**config.mk**
```make
export PLATFORM = sky130hd
export DESIGN_NAME = uart_modem_inputs_bus_pins
export DESIGN_NICKNAME = d
export VERILOG_FILES = /design/src/hw/umib_pkg.sv /design/src/hw/umib_flag_if.sv /design/src/hw/umib_edge_flag.sv /design/src/hw/uart_modem_inputs_bus_pins.sv
export SDC_FILE = /design/constraint.sdc
export NUM_CORES = 1
export LEC_CHECK = 0
export BUFFER_PORTS_ARGS = -buffer_cell sky130_fd_sc_hd__buf_2
export CAP_MARGIN = 20
export CORE_AREA = 3 3 88 82
export CTS_CLUSTER_SIZE = 8
export DETAILED_ROUTE_END_ITERATION = 8
export DIE_AREA = 0 0 91 85
export PLACE_DENSITY = 0.77
export SETUP_SLACK_MARGIN = 0.2
export SLEW_MARGIN = 40
export SYNTH_ARGS = -nofsm -noshare
export SYNTH_HDL_FRONTEND = slang
export SYNTH_HIERARCHICAL = 1
export SYNTH_SLANG_ARGS = --single-unit
```
**constraint.sdc**
```tcl
create_clock -name clk -period 8.07 [get_ports clk]
set_clock_uncertainty 0.2 [all_clocks]
set_input_delay 0.4035 -clock clk [delete_from_list [all_inputs] [get_ports clk]]
set_output_delay 0.4035 -clock clk [all_outputs]
set_load 0.005 [all_outputs]
```
**src/hw/umib_pkg.sv**
```systemverilog
// constants shared by the modem-input, bus-pin and receive logic
// assumes a single 10 MHz clock; all pins arrive synchronous to it or are synchronised here
package umib_pkg;

    // register select codes on the three address pins
    localparam logic [2:0] UMIB_ADDR_DATA = 3'h0;
    localparam logic [2:0] UMIB_ADDR_IRQ_MASK = 3'h1;
    localparam logic [2:0] UMIB_ADDR_MODEM_CTL = 3'h4;
    localparam logic [2:0] UMIB_ADDR_LINE_STATE = 3'h5;
    localparam logic [2:0] UMIB_ADDR_MODEM_STATE = 3'h6;

    // irq_mask_reg fields
    localparam int UMIB_IRQ_RX_AVAIL = 0;
    localparam int UMIB_IRQ_TX_EMPTY = 1;
    localparam int UMIB_IRQ_LINE_ERR = 2;
    localparam int UMIB_IRQ_MODEM = 3;
    localparam int UMIB_IRQ_MASK_W = 4;
    localparam logic [3:0] UMIB_IRQ_MASK_RST = 4'h0;

    // modem_ctl_reg fields
    localparam int UMIB_MCTL_TERM_READY = 0;
    localparam int UMIB_MCTL_SEND_REQ = 1;
    localparam int UMIB_MCTL_AUX1 = 2;
    localparam int UMIB_MCTL_AUX2 = 3;
    localparam int UMIB_MCTL_LOOP = 4;
    localparam int UMIB_MCTL_W = 5;
    localparam logic [4:0] UMIB_MCTL_RST = 5'h00;

    // line_state_reg fields
    localparam int UMIB_LSR_READY = 0;
    localparam int UMIB_LSR_OVERRUN = 1;
    localparam int UMIB_LSR_FRAMING = 3;
    localparam int UMIB_LSR_HOLD_EMPTY = 5;
    localparam int UMIB_LSR_ALL_DONE = 6;

    // modem_state_reg fields
    localparam int UMIB_MSR_BELL_END = 2;
    localparam int UMIB_MSR_CARRIER_CHG = 3;
    localparam int UMIB_MSR_BELL = 6;
    localparam int UMIB_MSR_CARRIER = 7;

    // receive timing, in ticks of the 16x clock
    localparam logic [3:0] UMIB_TICK_HALF_M1 = 4'h7;
    localparam logic [3:0] UMIB_TICK_FULL_M1 = 4'hf;
    localparam logic [2:0] UMIB_LAST_BIT = 3'h7;
    localparam int UMIB_DATA_W = 8;
    localparam logic [7:0] UMIB_BYTE_ZERO = 8'h00;

    // receiver states, one-hot
    typedef enum logic [3:0] {
        UMIB_RX_IDLE = 4'b0001,
        UMIB_RX_START = 4'b0010,
        UMIB_RX_DATA = 4'b0100,
        UMIB_RX_STOP = 4'b1000
    } umib_rx_e;

endpackage

```
**src/hw/umib_flag_if.sv**
```systemverilog
// carrier between the top and one modem-input detector
// assumes the owner drives the raw pin and the clear pulse
`timescale 1ns/1ps
interface umib_flag_if;
    logic pin_n;
    logic state;
    logic flag;
    logic clr;

    modport det (input pin_n, input clr, output state, output flag);
    modport owner (output pin_n, output clr, input state, input flag);
endinterface

```
**src/hw/umib_edge_flag.sv**
```systemverilog
// one modem input: two-stage synchroniser, edge detector and sticky change flag
// assumes the pin is active low and idles high; clr is a one-cycle pulse
`timescale 1ns/1ps
module umib_edge_flag #(
    parameter bit RISE_ONLY = 1'b0
) (
    input wire logic clk,
    input wire logic arst_n,
    umib_flag_if.det fi
);
    logic sync1_r, sync2_r, prev_r, flag_r;
    logic flag_nxt;
    logic event_hit;

    // only prev_r and sync2_r are compared; sync1_r feeds sync2_r alone
    always_comb begin
        if (RISE_ONLY) begin
            event_hit = sync2_r & ~prev_r;
        end else begin
            event_hit = sync2_r ^ prev_r;
        end
        flag_nxt = (flag_r & ~fi.clr) | event_hit; // a new edge beats the read clear
    end

    // idle level high so leaving reset reports no change
    always_ff @(posedge clk or negedge arst_n) begin
        if (!arst_n) begin
            sync1_r <= 1'b1;
            sync2_r <= 1'b1;
            prev_r <= 1'b1;
            flag_r <= 1'b0;
        end else begin
            sync1_r <= fi.pin_n;
            sync2_r <= sync1_r;
            prev_r <= sync2_r;
            flag_r <= flag_nxt;
        end
    end

    assign fi.state = ~sync2_r; // reads 1 while the pin is active (low)
    assign fi.flag = flag_r;
endmodule

```
**src/hw/uart_modem_inputs_bus_pins.sv**
```systemverilog
// top of the modem-input, bus-pin and receive path of the serial element
// assumes bus pins are synchronous to clk and the 16x receive clock is below clk/2
`timescale 1ns/1ps

// Function
// bell level readable at modem state bit 6
// bell end flag on rising pin edge
// bell end raises irq when modem enabled
// bell detection not gated by terminal ready
// carrier level readable at modem state bit 7
// carrier change flag on any pin edge
// carrier never affects the receiver
// carrier change raises irq when modem enabled
// hard clear idles device, clears modem control
// hard clear clears line state, sets empties
// stays idle until software reprograms it
// irq high while any enabled source active
// irq drops after service or hard clear
// serial input high is mark, low space
// loop mode ignores the external serial pin
// strobes accepted only while selects asserted
// chip selects captured under address strobe
// select echo high while all selects active
// transceiver off low only during cpu reads
// address and selects follow strobe, hold otherwise
// host pulses strobe or ties it low
// receiver timed by external 16x clock
// holding empty raises irq when enabled
// reading modem state clears change flags
// modem inputs synchronised before edge detection
module uart_modem_inputs_bus_pins
    import umib_pkg::*;
(
    input wire logic clk,
    input wire logic rst_n,
    input wire logic hard_clear,
    input wire logic bell_detect_n,
    input wire logic carrier_found_n,
    input wire logic rx_line,
    input wire logic loop_serial,
    input wire logic rx_clk16,
    input wire logic tx_hold_free,
    input wire logic tx_shift_idle,
    input wire logic latch_strobe_n,
    input wire logic sel_a,
    input wire logic sel_b,
    input wire logic sel_c_n,
    input wire logic [2:0] reg_addr,
    input wire logic rd_strobe,
    input wire logic wr_strobe,
    input wire logic [7:0] wr_data,
    output logic [7:0] rd_data,
    output logic sel_echo,
    output logic xcvr_off,
    output logic irq_line,
    output logic term_ready_n,
    output logic send_req_n,
    output logic aux1_n,
    output logic aux2_n,
    output logic [7:0] tx_data,
    output logic tx_load
);

    // either reset source idles everything at once; both are clean, deglitched levels
    logic arst_n;
    assign arst_n = rst_n & ~hard_clear;

    // modem input detectors
    umib_flag_if bell_if ();
    umib_flag_if carr_if ();

    logic msr_read;

    assign bell_if.pin_n = bell_detect_n; // no term_ready gating here
    assign carr_if.pin_n = carrier_found_n;
    assign bell_if.clr = msr_read;
    assign carr_if.clr = msr_read;

    // bell reports only the trailing (low to high) edge
    umib_edge_flag #(.RISE_ONLY(1'b1)) u_bell (
        .clk(clk),
        .arst_n(arst_n),
        .fi(bell_if)
    );

    // carrier reports both edges
    umib_edge_flag #(.RISE_ONLY(1'b0)) u_carr (
        .clk(clk),
        .arst_n(arst_n),
        .fi(carr_if)
    );

    // address strobe capture of selects and register address
    logic [2:0] addr_lat_r, addr_lat_nxt;
    logic sel_lat_r, sel_lat_nxt;

    // transparent while strobe low, holding while high
    always_comb begin
        addr_lat_nxt = addr_lat_r;
        sel_lat_nxt = sel_lat_r;
        if (!latch_strobe_n) begin
            addr_lat_nxt = reg_addr;
            sel_lat_nxt = sel_a & sel_b & ~sel_c_n;
        end
    end

    always_ff @(posedge clk or negedge arst_n) begin
        if (!arst_n) begin
            addr_lat_r <= UMIB_ADDR_DATA;
            sel_lat_r <= 1'b0;
        end else begin
            addr_lat_r <= addr_lat_nxt;
            sel_lat_r <= sel_lat_nxt;
        end
    end

    // access qualification; strobes outside a selected window do nothing
    logic rd_act, wr_act;
    logic rd_prev_r, wr_prev_r;
    logic rd_edge, wr_edge;

    assign rd_act = sel_lat_r & rd_strobe;
    assign wr_act = sel_lat_r & wr_strobe;
    assign rd_edge = rd_act & ~rd_prev_r;
    assign wr_edge = wr_act & ~wr_prev_r;

    // clear-on-read side effects fire once per strobe, not once per cycle
    assign msr_read = rd_edge & (addr_lat_r == UMIB_ADDR_MODEM_STATE);

    logic lsr_read, rbr_read, thr_write;
    assign lsr_read = rd_edge & (addr_lat_r == UMIB_ADDR_LINE_STATE);
    assign rbr_read = rd_edge & (addr_lat_r == UMIB_ADDR_DATA);
    assign thr_write = wr_edge & (addr_lat_r == UMIB_ADDR_DATA);

    always_ff @(posedge clk or negedge arst_n) begin
        if (!arst_n) begin
            rd_prev_r <= 1'b0;
            wr_prev_r <= 1'b0;
        end else begin
            rd_prev_r <= rd_act;
            wr_prev_r <= wr_act;
        end
    end

    // software control registers; reset leaves them cleared until reprogrammed
    logic [3:0] irq_mask_reg_r, irq_mask_reg_nxt;
    logic [4:0] modem_ctl_reg_r, modem_ctl_reg_nxt;
    logic [7:0] tx_data_r, tx_data_nxt;
    logic tx_load_r, tx_load_nxt;

    always_comb begin
        irq_mask_reg_nxt = irq_mask_reg_r;
        modem_ctl_reg_nxt = modem_ctl_reg_r;
        tx_data_nxt = tx_data_r;
        tx_load_nxt = thr_write;
        if (wr_edge && addr_lat_r == UMIB_ADDR_IRQ_MASK) begin
            irq_mask_reg_nxt = wr_data[UMIB_IRQ_MASK_W-1:0];
        end
        if (wr_edge && addr_lat_r == UMIB_ADDR_MODEM_CTL) begin
            modem_ctl_reg_nxt = wr_data[UMIB_MCTL_W-1:0];
        end
        if (thr_write) begin
            tx_data_nxt = wr_data;
        end
    end

    always_ff @(posedge clk or negedge arst_n) begin
        if (!arst_n) begin
            irq_mask_reg_r <= UMIB_IRQ_MASK_RST;
            modem_ctl_reg_r <= UMIB_MCTL_RST;
            tx_data_r <= UMIB_BYTE_ZERO;
            tx_load_r <= 1'b0;
        end else begin
            irq_mask_reg_r <= irq_mask_reg_nxt;
            modem_ctl_reg_r <= modem_ctl_reg_nxt;
            tx_data_r <= tx_data_nxt;
            tx_load_r <= tx_load_nxt;
        end
    end

    logic loop_mode;
    assign loop_mode = modem_ctl_reg_r[UMIB_MCTL_LOOP];

    // serial input and 16x clock synchronisers
    logic rxs1_r, rxs2_r, cks1_r, cks2_r, ck_prev_r;

    always_ff @(posedge clk or negedge arst_n) begin
        if (!arst_n) begin
            rxs1_r <= 1'b1;
            rxs2_r <= 1'b1;
            cks1_r <= 1'b0;
            cks2_r <= 1'b0;
            ck_prev_r <= 1'b0;
        end else begin
            rxs1_r <= rx_line;
            rxs2_r <= rxs1_r;
            cks1_r <= rx_clk16;
            cks2_r <= cks1_r;
            ck_prev_r <= cks2_r;
        end
    end

    logic tick;
    logic rx_bit;
    assign tick = cks2_r & ~ck_prev_r; // rising edge of the 16x clock
    // high is mark (1), low is space (0); pin unused in loop
    assign rx_bit = loop_mode ? loop_serial : rxs2_r;

    // receiver: 8 data bits, one stop; carrier is deliberately not an input here
    umib_rx_e rx_st_r, rx_st_nxt;
    logic [3:0] tcnt_r, tcnt_nxt;
    logic [2:0] bcnt_r, bcnt_nxt;
    logic [7:0] shift_r, shift_nxt;
    logic [7:0] rbr_r, rbr_nxt;
    logic frame_done;
    logic frame_bad;

    always_comb begin
        rx_st_nxt = rx_st_r;
        tcnt_nxt = tcnt_r;
        bcnt_nxt = bcnt_r;
        shift_nxt = shift_r;
        rbr_nxt = rbr_r;
        frame_done = 1'b0;
        frame_bad = 1'b0;
        if (tick) begin
            unique case (rx_st_r)
                UMIB_RX_IDLE: begin
                    tcnt_nxt = 4'h0;
                    if (!rx_bit) begin
                        rx_st_nxt = UMIB_RX_START;
                    end
                end
                UMIB_RX_START: begin
                    tcnt_nxt = tcnt_r + 4'h1;
                    // recheck mid-bit so a glitch does not start a frame
                    if (tcnt_r == UMIB_TICK_HALF_M1) begin
                        tcnt_nxt = 4'h0;
                        bcnt_nxt = 3'h0;
                        rx_st_nxt = rx_bit ? UMIB_RX_IDLE : UMIB_RX_DATA;
                    end
                end
                UMIB_RX_DATA: begin
                    tcnt_nxt = tcnt_r + 4'h1;
                    if (tcnt_r == UMIB_TICK_FULL_M1) begin
                        shift_nxt = {rx_bit, shift_r[7:1]}; // first bit lands in bit 0
                        bcnt_nxt = bcnt_r + 3'h1;
                        if (bcnt_r == UMIB_LAST_BIT) begin
                            rx_st_nxt = UMIB_RX_STOP;
                        end
                    end
                end
                UMIB_RX_STOP: begin
                    tcnt_nxt = tcnt_r + 4'h1;
                    if (tcnt_r == UMIB_TICK_FULL_M1) begin
                        rbr_nxt = shift_r;
                        frame_done = 1'b1;
                        frame_bad = ~rx_bit;
                        rx_st_nxt = UMIB_RX_IDLE;
                    end
                end
            endcase
        end
    end

    always_ff @(posedge clk or negedge arst_n) begin
        if (!arst_n) begin
            rx_st_r <= UMIB_RX_IDLE; // serial activity suspended
            tcnt_r <= 4'h0;
            bcnt_r <= 3'h0;
            shift_r <= UMIB_BYTE_ZERO;
            rbr_r <= UMIB_BYTE_ZERO;
        end else begin
            rx_st_r <= rx_st_nxt;
            tcnt_r <= tcnt_nxt;
            bcnt_r <= bcnt_nxt;
            shift_r <= shift_nxt;
            rbr_r <= rbr_nxt;
        end
    end

    // line status flags; every set wins over a same-cycle read clear
    logic ready_r, ready_nxt;
    logic overrun_r, overrun_nxt;
    logic framing_r, framing_nxt;
    logic tx_hold_empty_r, tx_hold_empty_nxt;
    logic tx_all_done_r, tx_all_done_nxt;

    always_comb begin
        ready_nxt = (ready_r & ~rbr_read) | frame_done;
        overrun_nxt = (overrun_r & ~lsr_read) | (frame_done & ready_r & ~rbr_read);
        framing_nxt = (framing_r & ~lsr_read) | frame_bad;
        tx_hold_empty_nxt = (tx_hold_empty_r & ~thr_write) | tx_hold_free;
        tx_all_done_nxt = (tx_all_done_r & ~thr_write) | tx_shift_idle;
    end

    always_ff @(posedge clk or negedge arst_n) begin
        if (!arst_n) begin
            ready_r <= 1'b0;
            overrun_r <= 1'b0;
            framing_r <= 1'b0;
            tx_hold_empty_r <= 1'b1;
            tx_all_done_r <= 1'b1;
        end else begin
            ready_r <= ready_nxt;
            overrun_r <= overrun_nxt;
            framing_r <= framing_nxt;
            tx_hold_empty_r <= tx_hold_empty_nxt;
            tx_all_done_r <= tx_all_done_nxt;
        end
    end

    // readable views of the status registers
    logic [7:0] line_state_reg;
    logic [7:0] modem_state_reg;

    always_comb begin
        line_state_reg = UMIB_BYTE_ZERO;
        line_state_reg[UMIB_LSR_READY] = ready_r;
        line_state_reg[UMIB_LSR_OVERRUN] = overrun_r;
        line_state_reg[UMIB_LSR_FRAMING] = framing_r;
        line_state_reg[UMIB_LSR_HOLD_EMPTY] = tx_hold_empty_r;
        line_state_reg[UMIB_LSR_ALL_DONE] = tx_all_done_r;
        modem_state_reg = UMIB_BYTE_ZERO;
        modem_state_reg[UMIB_MSR_BELL_END] = bell_if.flag;
        modem_state_reg[UMIB_MSR_CARRIER_CHG] = carr_if.flag;
        modem_state_reg[UMIB_MSR_BELL] = bell_if.state;
        modem_state_reg[UMIB_MSR_CARRIER] = carr_if.state;
    end

    // bus-facing outputs, all registered
    logic [7:0] rd_data_r, rd_data_nxt;
    logic sel_echo_r, xcvr_off_r, irq_line_r;
    logic irq_nxt;

    always_comb begin
        rd_data_nxt = UMIB_BYTE_ZERO;
        if (rd_act) begin
            unique case (addr_lat_r)
                UMIB_ADDR_DATA: rd_data_nxt = rbr_r;
                UMIB_ADDR_IRQ_MASK: rd_data_nxt = {4'h0, irq_mask_reg_r};
                UMIB_ADDR_MODEM_CTL: rd_data_nxt = {3'h0, modem_ctl_reg_r};
                UMIB_ADDR_LINE_STATE: rd_data_nxt = line_state_reg;
                UMIB_ADDR_MODEM_STATE: rd_data_nxt = modem_state_reg;
                default: rd_data_nxt = UMIB_BYTE_ZERO; // unmapped codes read zero
            endcase
        end
        // level interrupt: it falls one clk cycle after the serviced flag clears, through irq_line_r
        irq_nxt = (irq_mask_reg_r[UMIB_IRQ_RX_AVAIL] & ready_r)
            | (irq_mask_reg_r[UMIB_IRQ_TX_EMPTY] & tx_hold_empty_r)
            | (irq_mask_reg_r[UMIB_IRQ_LINE_ERR] & (overrun_r | framing_r))
            | (irq_mask_reg_r[UMIB_IRQ_MODEM] & (bell_if.flag | carr_if.flag));
    end

    always_ff @(posedge clk or negedge arst_n) begin
        if (!arst_n) begin
            rd_data_r <= UMIB_BYTE_ZERO;
            sel_echo_r <= 1'b0;
            xcvr_off_r <= 1'b1;
            irq_line_r <= 1'b0;
        end else begin
            rd_data_r <= rd_data_nxt;
            sel_echo_r <= sel_lat_r;
            xcvr_off_r <= ~rd_act;
            irq_line_r <= irq_nxt;
        end
    end

    // modem control pins; active low, forced inactive by reset
    logic term_ready_n_r, send_req_n_r, aux1_n_r, aux2_n_r;

    // aux pins go inactive in loop mode; terminal ready and send request still follow modem_ctl_reg during self test
    always_ff @(posedge clk or negedge arst_n) begin
        if (!arst_n) begin
            term_ready_n_r <= 1'b1;
            send_req_n_r <= 1'b1;
            aux1_n_r <= 1'b1;
            aux2_n_r <= 1'b1;
        end else begin
            term_ready_n_r <= ~modem_ctl_reg_r[UMIB_MCTL_TERM_READY];
            send_req_n_r <= ~modem_ctl_reg_r[UMIB_MCTL_SEND_REQ];
            aux1_n_r <= ~(modem_ctl_reg_r[UMIB_MCTL_AUX1] & ~loop_mode);
            aux2_n_r <= ~(modem_ctl_reg_r[UMIB_MCTL_AUX2] & ~loop_mode);
        end
    end

    assign rd_data = rd_data_r;
    assign sel_echo = sel_echo_r;
    assign xcvr_off = xcvr_off_r;
    assign irq_line = irq_line_r;
    assign term_ready_n = term_ready_n_r;
    assign send_req_n = send_req_n_r;
    assign aux1_n = aux1_n_r;
    assign aux2_n = aux2_n_r;
    assign tx_data = tx_data_r;
    assign tx_load = tx_load_r;

endmodule

```
# [Word-level counts from Yosys, hierarchy flattened]
# Cells that the tools add are included.
[classes] bitwise=60 reduce_logical=9 add_sub_neg=2 mux=21 n_eq_ne=16
[op_table] cell="case mux 8 bit (5 select lines)" count=1
[op_table] cell="AND 1 bit" count=28
[op_table] cell="2-to-1 mux 4 bit" count=6
[op_table] cell="inverter 1 bit" count=19
[op_table] cell="case mux 4 bit (4 select lines)" count=1
[op_table] cell="equality test 3 bit, second input constant" count=4
[op_table] cell="bitwise OR 1 bit" count=12
[op_table] cell="case mux 4 bit (3 select lines)" count=1
[op_table] cell="inequality test 2 bit, second input constant" count=5
[op_table] cell="2-to-1 mux 3 bit" count=3
[op_table] cell="equality test 4 x 3 -> 1 bit, second input constant" count=2
[op_table] cell="equality test 4 bit, second input constant" count=2
[op_table] cell="2-to-1 mux 8 bit" count=1
[op_table] cell="2-to-1 mux 1 bit" count=7
[op_table] cell="case mux 3 bit (2 select lines)" count=1
[op_table] cell="AND reduction 3 bit" count=2
[op_table] cell="AND reduction 6 bit" count=1
[op_table] cell="adder 4 x 1 -> 4 bit, second input constant" count=1
[op_table] cell="equality test 4 x 1 -> 1 bit, second input constant" count=1
[op_table] cell="equality test 4 x 2 -> 1 bit, second input constant" count=1
[op_table] cell="AND reduction 4 bit" count=1
[op_table] cell="adder 3 x 1 -> 3 bit, second input constant" count=1
[op_table] cell="equality test 3 x 1 -> 1 bit, second input constant" count=1
[op_table] cell="zero test 3 bit" count=1
[op_table] cell="4 further kinds" count=5
[word_totals] inputBits=27 output_inout_bits=24 word_cells=147 ff_bits=84

# [Depth between registers and ports, before layout]
# Gate-level depths: netlist of run 1.
[depth] ltp_word=7 ltp_mapped=7 mapped_depth_nobuf=5

# [Modules after synthesis]
# The synthesis of run 1 kept the hierarchy.
[by_module_without_submodules] module="uart_modem_inputs_bus_pins" seq_area_each_um2=1914.3 area_each_um2=3270.6 cells_each=259 n_inst=1
[by_module_without_submodules] module="umib_edge_flag (u_carr)" seq_area_each_um2=103.8 area_each_um2=125.1 cells_each=8 n_inst=1
[by_module_without_submodules] module="umib_edge_flag (u_bell)" seq_area_each_um2=103.8 area_each_um2=123.9 cells_each=7 n_inst=1

# [Worst setup path after synthesis of run 1]
# No wires, ideal clock.
[synth_timing] kind="reg-to-reg" start="register tcnt_r[0]" end="register rx_st_r[2]" n_path_buf=1 setup_ns=0.125 stages_incl_launch_ff=7 period_less_slack_ns=1.946 slack_ns=6.124 arrival_time_ns=1.622 required_time_ns=7.745 path_cell_list="dfrtp_1 ha_1 and2_1 buf_2 a2111oi_2 nor4_2 mux2_2"
[synth_between] elab_chain_cells=3 word_cells_on_any_way=6 cone_classes="eq/ne: 5; reduce/logical: 1"
[synth_rtl] element="from (decl)" line="uart_modem_inputs_bus_pins.sv:211" source="logic [3:0] tcnt_r, tcnt_nxt;"
[synth_rtl] element="from (signal assigned)" line="uart_modem_inputs_bus_pins.sv:275" source="tcnt_r <= tcnt_nxt;"
[synth_rtl] element="equality test 4 bit or equality test 4 x 3 -> 1 bit (tied branches)" line="uart_modem_inputs_bus_pins.sv:245, uart_modem_inputs_bus_pins.sv:255, uart_modem_inputs_bus_pins.sv:237"
[synth_rtl] element="inequality test 2 bit (no source line)"
[synth_rtl] element="AND reduction 6 bit (no source line) *"
[synth_rtl] element="to (signal assigned)" line="uart_modem_inputs_bus_pins.sv:274" source="rx_st_r <= rx_st_nxt;"
[synth_rtl] element="to (decl)" line="uart_modem_inputs_bus_pins.sv:210" source="umib_rx_e rx_st_r, rx_st_nxt;"
# Every way passes the cells marked *; elsewhere a longest branch is shown, timed or not.
# A chain may end at the register's enable or synchronous reset.

# [Final worst setup path of run 1]
[layout_timing] start="register cks2_r" end="register shift_r[3]"
[layout_between] elab_chain_cells=2
[layout_rtl] element="from (decl)" line="uart_modem_inputs_bus_pins.sv:185" source="logic rxs1_r, rxs2_r, cks1_r, cks2_r, ck_prev_r;"
[layout_rtl] element="from (signal assigned)" line="uart_modem_inputs_bus_pins.sv:198" source="cks2_r <= cks1_r;"
[layout_rtl] element="AND 1 bit" line="uart_modem_inputs_bus_pins.sv:205" source="assign tick = cks2_r & ~ck_prev_r;"
[layout_rtl] element="AND reduction 3 bit (no source line)"
[layout_rtl] element="to (signal assigned)" line="uart_modem_inputs_bus_pins.sv:277" source="shift_r <= shift_nxt;"
[layout_rtl] element="to (decl)" line="uart_modem_inputs_bus_pins.sv:213" source="logic [7:0] shift_r, shift_nxt;"
# No other way between the ends.

==> results of run 1 <==
kinds of logic (layout without fill, tap and decap cells):
kind of cell    after synthesis  in the layout  synth area share
compound gates               41             41            0.0882
xor+xnor                      2              2           0.00498
fa+ha+maj                     3              3            0.0107
buf+inv                      27             82            0.0338
flops                        84             84             0.603
mux                          47             47             0.148
simple gates                 70             70             0.111
where the power goes:
part	total, mW	switching (mW)	internal, mW
clock	0.314	0.140	0.173
combinational	0.175	0.0789	0.0957
sequential	0.529	0.0569	0.472
per-layer routing:
metal  vias up  part of all wire  GRT usage
li1       1062                 -          -
met1      1108              0.42      0.232
met2        66              0.51      0.303
met3        13             0.052     0.0541
met4         0             0.019     0.0712
met5         -                 0          0
metrics by stage:
step | total power [mW] | area, µm² | hold WS [ps] | instances | utilization
6_report | 1.02 | 4070 | 30.8 | 419 | 0.632
5_1_grt | 1.07 | 4070 | 19.8 | 419 | 0.632
4_1_cts | 1.03 | 4070 | 16.3 | 419 | 0.632
3_5_place_dp | 0.709 | 3820 | 136 | 399 | 0.593
3_3_place_gp | 0.700 | 3820 | 134 | 399 | 0.593
2_1_floorplan | 0.661 | 3520 | 131 | 274 | -
cell type report:
type / instances / share of cell area
multi-input combinational: 163 / 0.316
clock buffer: 11 / 0.0323
timing repair buffer: 55 / 0.0740
sequential: 84 / 0.521
inverter: 11 / 0.0101
tap: 90 / 0.0276
clock inverter: 5 / 0.0190
final timing paths:
kind	cells past startpoint	endpoint	slack, ps
setup / recovery	3	shift_r[3]	5830
hold / removal	2	tx_all_done_r	30
setup reg to reg	3	shift_r[3]	5830
hold reg to reg	0	cks2_r	150
max in group asynchronous	3	tx_data[6]	7050
min in group asynchronous	3	ck_prev_r	100
synthesized netlist by cell type, drive strengths merged (2+ instances only):
cell type,count,share of area
o22ai,2,0.0053
ha,3,0.011
clkbuf,6,0.0064
dfstp,16,0.12
nand2b,7,0.012
and3,2,0.0036
dfrtp,68,0.48
nor3b,2,0.0043
mux2i,6,0.017
a211oi,3,0.010
a2bb2oi,2,0.0050
nor4,2,0.0053
and2,2,0.0036
o2bb2ai,4,0.010
nor4b,2,0.0068
a21o,3,0.0064
nand3,4,0.0057
inv,11,0.012
o21ai,10,0.015
xnor2,2,0.0050
mux2,41,0.13
nor2b,7,0.012
buf,10,0.016
a22oi,2,0.0043
nor2,11,0.012
nand3b,2,0.0043
nand2,15,0.016
nand4,2,0.0036
a21oi,6,0.0085
nor3,8,0.011
sequential cells by signal (all words and copies together) (netlist names), 3 cells and up:
name and count:
tx_data 8, addr_lat_r 3, bcnt_r 3, rx_st_r 4, irq_mask_reg_r 4, rd_data 8
rbr_r 8, shift_r 8, tcnt_r 4, modem_ctl_reg_r 5
what timing repair did:
item | in CTS | in global routing
resized for setup | 0 | 0
hold buffers | 4 | 0
endpoints found under the setup margin | 0 | 0
endpoints found under the hold margin | 4 | 0
==> impl_metrics.sql, run 1 <==
INSERT INTO impl_metrics (metric_group, metric, value, unit) VALUES
('synth', 'synth-edff-count', '0', ''),
('global_route', 'grt_remaining_overflow', '0', ''),
('run_status', 'outcome', 'complete, no violations', ''),
('synth', 'syn_avg_cell_area', '12.8', 'µm²'),
('route', 'post-route-drc-count', '0', ''),
('route', 'vias', '2249', ''),
('placed_design', 'preCtsSetupSlack', '5850', 'ps'),
('worst_setup_path', 'crit_required', '8100', 'ps'),
('layout', 'multiInputGateArea', '0.00129', 'mm²'),
('global_route', 'groute.usage.overall', '0.184', ''),
('power', 'power.leakage', '1.97', 'nW'),
('synth', 'netlist_area', '0.00352', 'mm²'),
('worst_setup_path', 'critical_path.reg2reg.startpoint', 'cks2_r', ''),
('timing', 'unrepaired_setup_endpoints_after_global_routing', 'no', ''),
('layout', 'num_antenna_cells', '0', ''),
('synth', 'synthesis.instances', '274', ''),
('global_route', 'antenna_found_initial', '0', ''),
('synth', 'number_of_flip_flops_and_latches_in_the_synthesized_netlist', '84', ''),
('die', 'die_h', '85', 'µm'),
('timing', 'setup_viol_count_final', '0', ''),
('cts', 'cts_buffer_depth', '2', ''),
('worst_setup_path', 'slowest_stage', 'sky130_fd_sc_hd__nand4_1', ''),
('worst_setup_path', 'crit_fanout', '12', ''),
('placed_design', 'port_buffers', '50', ''),
('global_route', 'grt_pass1_wl', '11.2', 'mm'),
('layout', 'area_taken_by_flip_flops_and_latches', '0.00212', 'mm²'),
('global_route', 'first_global_vias', '2304', ''),
('worst_setup_path', 'cp-startpoint', 'cks2_r', ''),
('layout', 'mostFrequentLayoutCell', 'sky130_fd_sc_hd__dfrtp_1', ''),
('synth', 'synth_nets', '304', ''),
('cts', 'cts_setup_buffers', '0', ''),
('worst_setup_path', 'critical_path_max_stage_delay', '580', 'ps'),
('layout', 'synthToLayoutAreaGrowth', '15.7', '%'),
('route', 'remaining_antenna_violation_count_after_routing', '0', ''),
('die', 'floorplan.die.width', '91', 'µm'),
('synth', 'ys_dominant_reg_cell', 'sky130_fd_sc_hd__dfrtp_1', ''),
('worst_setup_path', 'setup_crit_path_kind', 'reg -> reg', ''),
('power', 'max-vdd-ir-drop', '0.000185', 'V'),
('synth', 'synthDistinctLibCells', '51', ''),
('flow_run', 'timing.max_cap.violations', '0', ''),
('power', 'pwr_density_cell', '250', 'mW/mm²'),
('timing', 'timing.final.crit_period', '2240', 'ps'),
('worst_hold_path', 'hold_start', 'tx_shift_idle', ''),
('placed_design', 'dp_hpwl', '4.43', 'mm'),
('cts', 'htree_levels', '3', ''),
('die', 'boundaryPins', '51', ''),
('global_route', 'grt_start_max_net_pins', '85', ''),
('worst_setup_path', 'worstSetupStartpointType', 'register', ''),
('layout', 'num-fill-cells', '516', ''),
('cts', 'cts_root_buffer', 'sky130_fd_sc_hd__clkbuf_8', ''),
('timing', 'worst_slack', '5830', 'ps'),
('layout', 'drive_above_1_share', '0.404', ''),
('synth', 'async_flop_share', '1.00', ''),
('timing', 'final_hold_viol_count', '0', ''),
('route', 'routedWlPerCell', '15.1', 'µm'),
('synth', 'ys.warnings.count', '6', ''),
('timing', 'timing.slew.headroom', '0.520', ''),
('die', 'fp.dieArea', '0.00774', 'mm²'),
('cts', 'worst_skew_pair.late_latency', '350', 'ps'),
('route', 'drtPass1Iterations', '4', ''),
('timing', 'worst_slew_pin_slew', '720', 'ps'),
('layout', 'mostFrequentLayoutCells', 'sky130_fd_sc_hd__dfrtp_1, sky130_fd_sc_hd__buf_2, sky130_fd_sc_hd__mux2_2', ''),
('cts', 'cts_tree', 'yes', ''),
('die', 'coreArea', '0.00645', 'mm²'),
('timing', 'max_clock_freq', '447', 'MHz'),
('route', 'first_iter_violations', '186', ''),
('synth', 'synth-seq-area-share', '0.603', ''),
('worst_setup_path', 'timing.critical_path.arrival', '2270', 'ps'),
('placed_design', 'gp_congestion', '0.855', ''),
('worst_setup_path', 'critical_path.n_buffers_inverters', '0', ''),
('die', 'placementRows', '28', '');
No activity file was read; power rests on OpenSTA's default activity.
==> inputs of run 2 (changes only) <==
CORE_AREA = 3 3 92 85   (was 3 3 88 82)
DIE_AREA = 0 0 95 88   (was 0 0 91 85)
PLACE_DENSITY = 0.74   (was 0.77)
clock period = 2 ns   (was 8.07 ns; I/O delays follow)
==> run 2 against run 1 <==
  * Cell count grew 13%
  * Highest routed layer unchanged
  * Critical path type unchanged
  * Fmax rose by 16%
  * Global-route usage increased by 0.16 points
  * Critical endpoint is now rx_st_r[3]
  * Final area rose by 15%
==> impl_metrics.sql, run 2 (synthesis gave the netlist of run 1 again) <==
INSERT INTO impl_metrics (metric_group, metric, value, unit) VALUES
('global_route', 'grt_start_max_net_pins', '85', ''),
('die', 'boundaryPins', '51', ''),
('timing', 'timing.slew.headroom', '0.714', ''),
('worst_hold_path', 'hold_path_class', 'reg -> reg', ''),
('route', 'remaining_antenna_violation_count_after_routing', '0', ''),
('worst_setup_path', 'cp-startpoint', 'rx_st_r[0]', ''),
('global_route', 'grt_busiest_layer', 'met2', ''),
('placed_design', 'post_placement_cell_area', '0.00398', 'mm²'),
('power', 'pwr_density_cell', '962', 'mW/mm²'),
('global_route', 'grt.met2_usage', '0.296', ''),
('worst_setup_path', 'crit_path_end_kind', 'register', ''),
('worst_setup_path', 'r2r_end', 'rx_st_r[3]', ''),
('layout', 'postLayoutCellArea', '0.00466', 'mm²'),
('die', 'floorplan.die.width', '95', 'µm'),
('worst_setup_path', 'worstSetupStartpointType', 'register', ''),
('cts', 'path_clk_slew', '80', 'ps'),
('timing', 'setup_viol_count_final', '0', ''),
('die', 'initial_core_util', '0.503', ''),
('layout', 'mostFrequentLayoutCell', 'sky130_fd_sc_hd__dfrtp_1', ''),
('layout', 'drive_above_1_share', '0.475', ''),
('worst_setup_path', 'crit_fanout', '5', ''),
('worst_setup_path', 'slowest_stage', 'sky130_fd_sc_hd__dfstp_2', ''),
('cts', 'cts_tree', 'yes', ''),
('layout', 'mostFrequentLayoutCells', 'sky130_fd_sc_hd__dfrtp_1, sky130_fd_sc_hd__buf_2, sky130_fd_sc_hd__mux2_2', ''),
('run_status', 'outcome', 'complete, no violations', ''),
('route', 'routedWlPerCell', '15.5', 'µm'),
('global_route', 'grt_remaining_overflow', '0', ''),
('layout', 'num_antenna_cells', '0', ''),
('timing', 'totalNegativeSetupSlack', '0', 'ps'),
('layout', 'multiInputGateArea', '0.00139', 'mm²'),
('worst_hold_path', 'holdPathEnd', 'cks2_r', ''),
('global_route', 'grt_use_met1', '0.251', ''),
('timing', 'final_hold_viol_count', '0', ''),
('route', 'first_iter_violations', '89', ''),
('cts', 'cts_made_buffers', '9', ''),
('timing', 'max_clock_freq', '517', 'MHz'),
('route', 'vias', '2451', ''),
('die', 'die_h', '88', 'µm'),
('worst_hold_path', 'hold_start', 'cks1_r', ''),
('power', 'fin_total_pwr', '4.49', 'mW'),
('route', 'detail_route.vias_per_cell', '5.17', ''),
('layout', 'final_nets', '406', ''),
('global_route', 'grt.met3_usage', '0.0447', ''),
('route', 'total_wire_length', '7.35', 'mm'),
('global_route', 'groute.usage.overall', '0.186', ''),
('worst_setup_path', 'reg2regPathDepth', '4', ''),
('timing', 'report.final.slew_viol_count', '0', ''),
('worst_setup_path', 'ff2ff_setup_slack', '60', 'ps'),
('cts', 'cts.sink_count', '84', ''),
('layout', 'final_core_utilization', '0.666', ''),
('die', 'fp.dieArea', '0.00836', 'mm²'),
('timing', 'timing.final.crit_period', '1940', 'ps'),
('layout', 'num-fill-cells', '498', ''),
('flow_run', 'timing.max_cap.violations', '0', ''),
('die', 'placementRows', '29', ''),
('worst_setup_path', 'critical_path_max_stage_delay', '590', 'ps'),
('worst_hold_path', 'worst_hold_path.num_cells', '0', ''),
('route', 'drtPass1Iterations', '4', ''),
('global_route', 'antenna_found_initial', '0', ''),
('worst_setup_path', 'timing.critical_path.arrival', '1970', 'ps'),
('timing', 'worst_slew_pin_slew', '428', 'ps'),
('cts', 'cts_buffer_depth', '2', ''),
('worst_setup_path', 'crit_required', '2040', 'ps'),
('layout', 'synthToLayoutAreaGrowth', '32.5', '%'),
('worst_setup_path', 'cpLargestDelayFamily', 'flip-flops', ''),
('global_route', 'grt_pass1_wl', '11.8', 'mm'),
('placed_design', 'dp_hpwl', '4.66', 'mm'),
('timing', 'worst_hold_slack', '157', 'ps'),
('placed_design', 'port_buffers', '50', ''),
('power', 'max-vdd-ir-drop', '0.000509', 'V'),
('global_route', 'first_global_vias', '2424', ''),
('die', 'coreArea', '0.00700', 'mm²'),
('cts', 'htree_levels', '3', ''),
('power', 'power.leakage', '2.24', 'nW'),
('timing', 'min_period_over_period', '0.968', ''),
('worst_setup_path', 'crit_path_cell_trace', 'or4b_4, o21ai_4, nor4_4, mux2_2', ''),
('worst_setup_path', 'critical_path.reg2reg.startpoint', 'rx_st_r[0]', ''),
('worst_setup_path', 'critical_path.n_buffers_inverters', '0', ''),
('layout', 'area_taken_by_flip_flops_and_latches', '0.00213', 'mm²'),
('timing', 'unrepaired_setup_endpoints_after_global_routing', 'yes', ''),
('placed_design', 'gp_congestion', '0.826', ''),
('cts', 'cts_root_buffer', 'sky130_fd_sc_hd__clkbuf_8', ''),
('cts', 'worst_skew_pair.late_latency', '350', 'ps'),
('route', 'post-route-drc-count', '0', ''),
('worst_setup_path', 'setup_crit_path_kind', 'reg -> reg', '');
-- run 2: area by class of cell --
class	count	share of cell area
clock inverter	5	0.0129
multi-input combinational	163	0.297
timing repair buffer	107	0.168
clock buffer	11	0.0325
inverter	11	0.00885
sequential	84	0.456
tap	93	0.0249
-- run 2: where the power goes --
| group | internal (mW) | switching (mW) | leakage, nW |
|---|---|---|---|
| clock | 0.647 | 0.594 | 0.106 |
| combinational | 0.641 | 0.520 | 1.07 |
| sequential | 1.91 | 0.176 | 1.06 |
| total | 3.20 | 1.29 | 2.24 |
-- run 2: per-layer routing --
layer	share of wire	vias to the layer above
li1	-	1162
met1	0.45	1225
met2	0.49	51
met3	0.041	13
met4	0.020	0
met5	0	-
-- run 2: repair_timing --
item / 4_1_cts / 5_1_grt
gates resized for setup: 8 / 19
gates cloned: 0 / 1
hold endpoints to repair: 103 / 0
hold buffers: 27 / 0
endpoints found under the setup margin: 27 / 45
pin swaps: 3 / 6
buffers inserted: 6 / 8
-- run 2: through the flow --
stage | setup slack [ps] | std cells
after floorplan | 109 | 274
after global placement | 69.2 | 416
after detailed placement | 16.8 | 416
after CTS | 36.7 | 465
after global routing | 11.8 | 474
final | 64.8 | 474
-- run 2: worst max path at each step --
| stage | cells past startpoint | slack, ps | to |
|---|---|---|---|
| finish | 4 | 60 | rx_st_r[3] |
| global route | 4 | 10 | rx_st_r[3] |
| detailed placement | 5 | 20 | rx_st_r[3] |
| CTS | 6 | 40 | rx_st_r[3] |
| global placement | 4 | 70 | rx_st_r[2] |
| floorplan | 1 | 110 | addr_lat_r[0] |
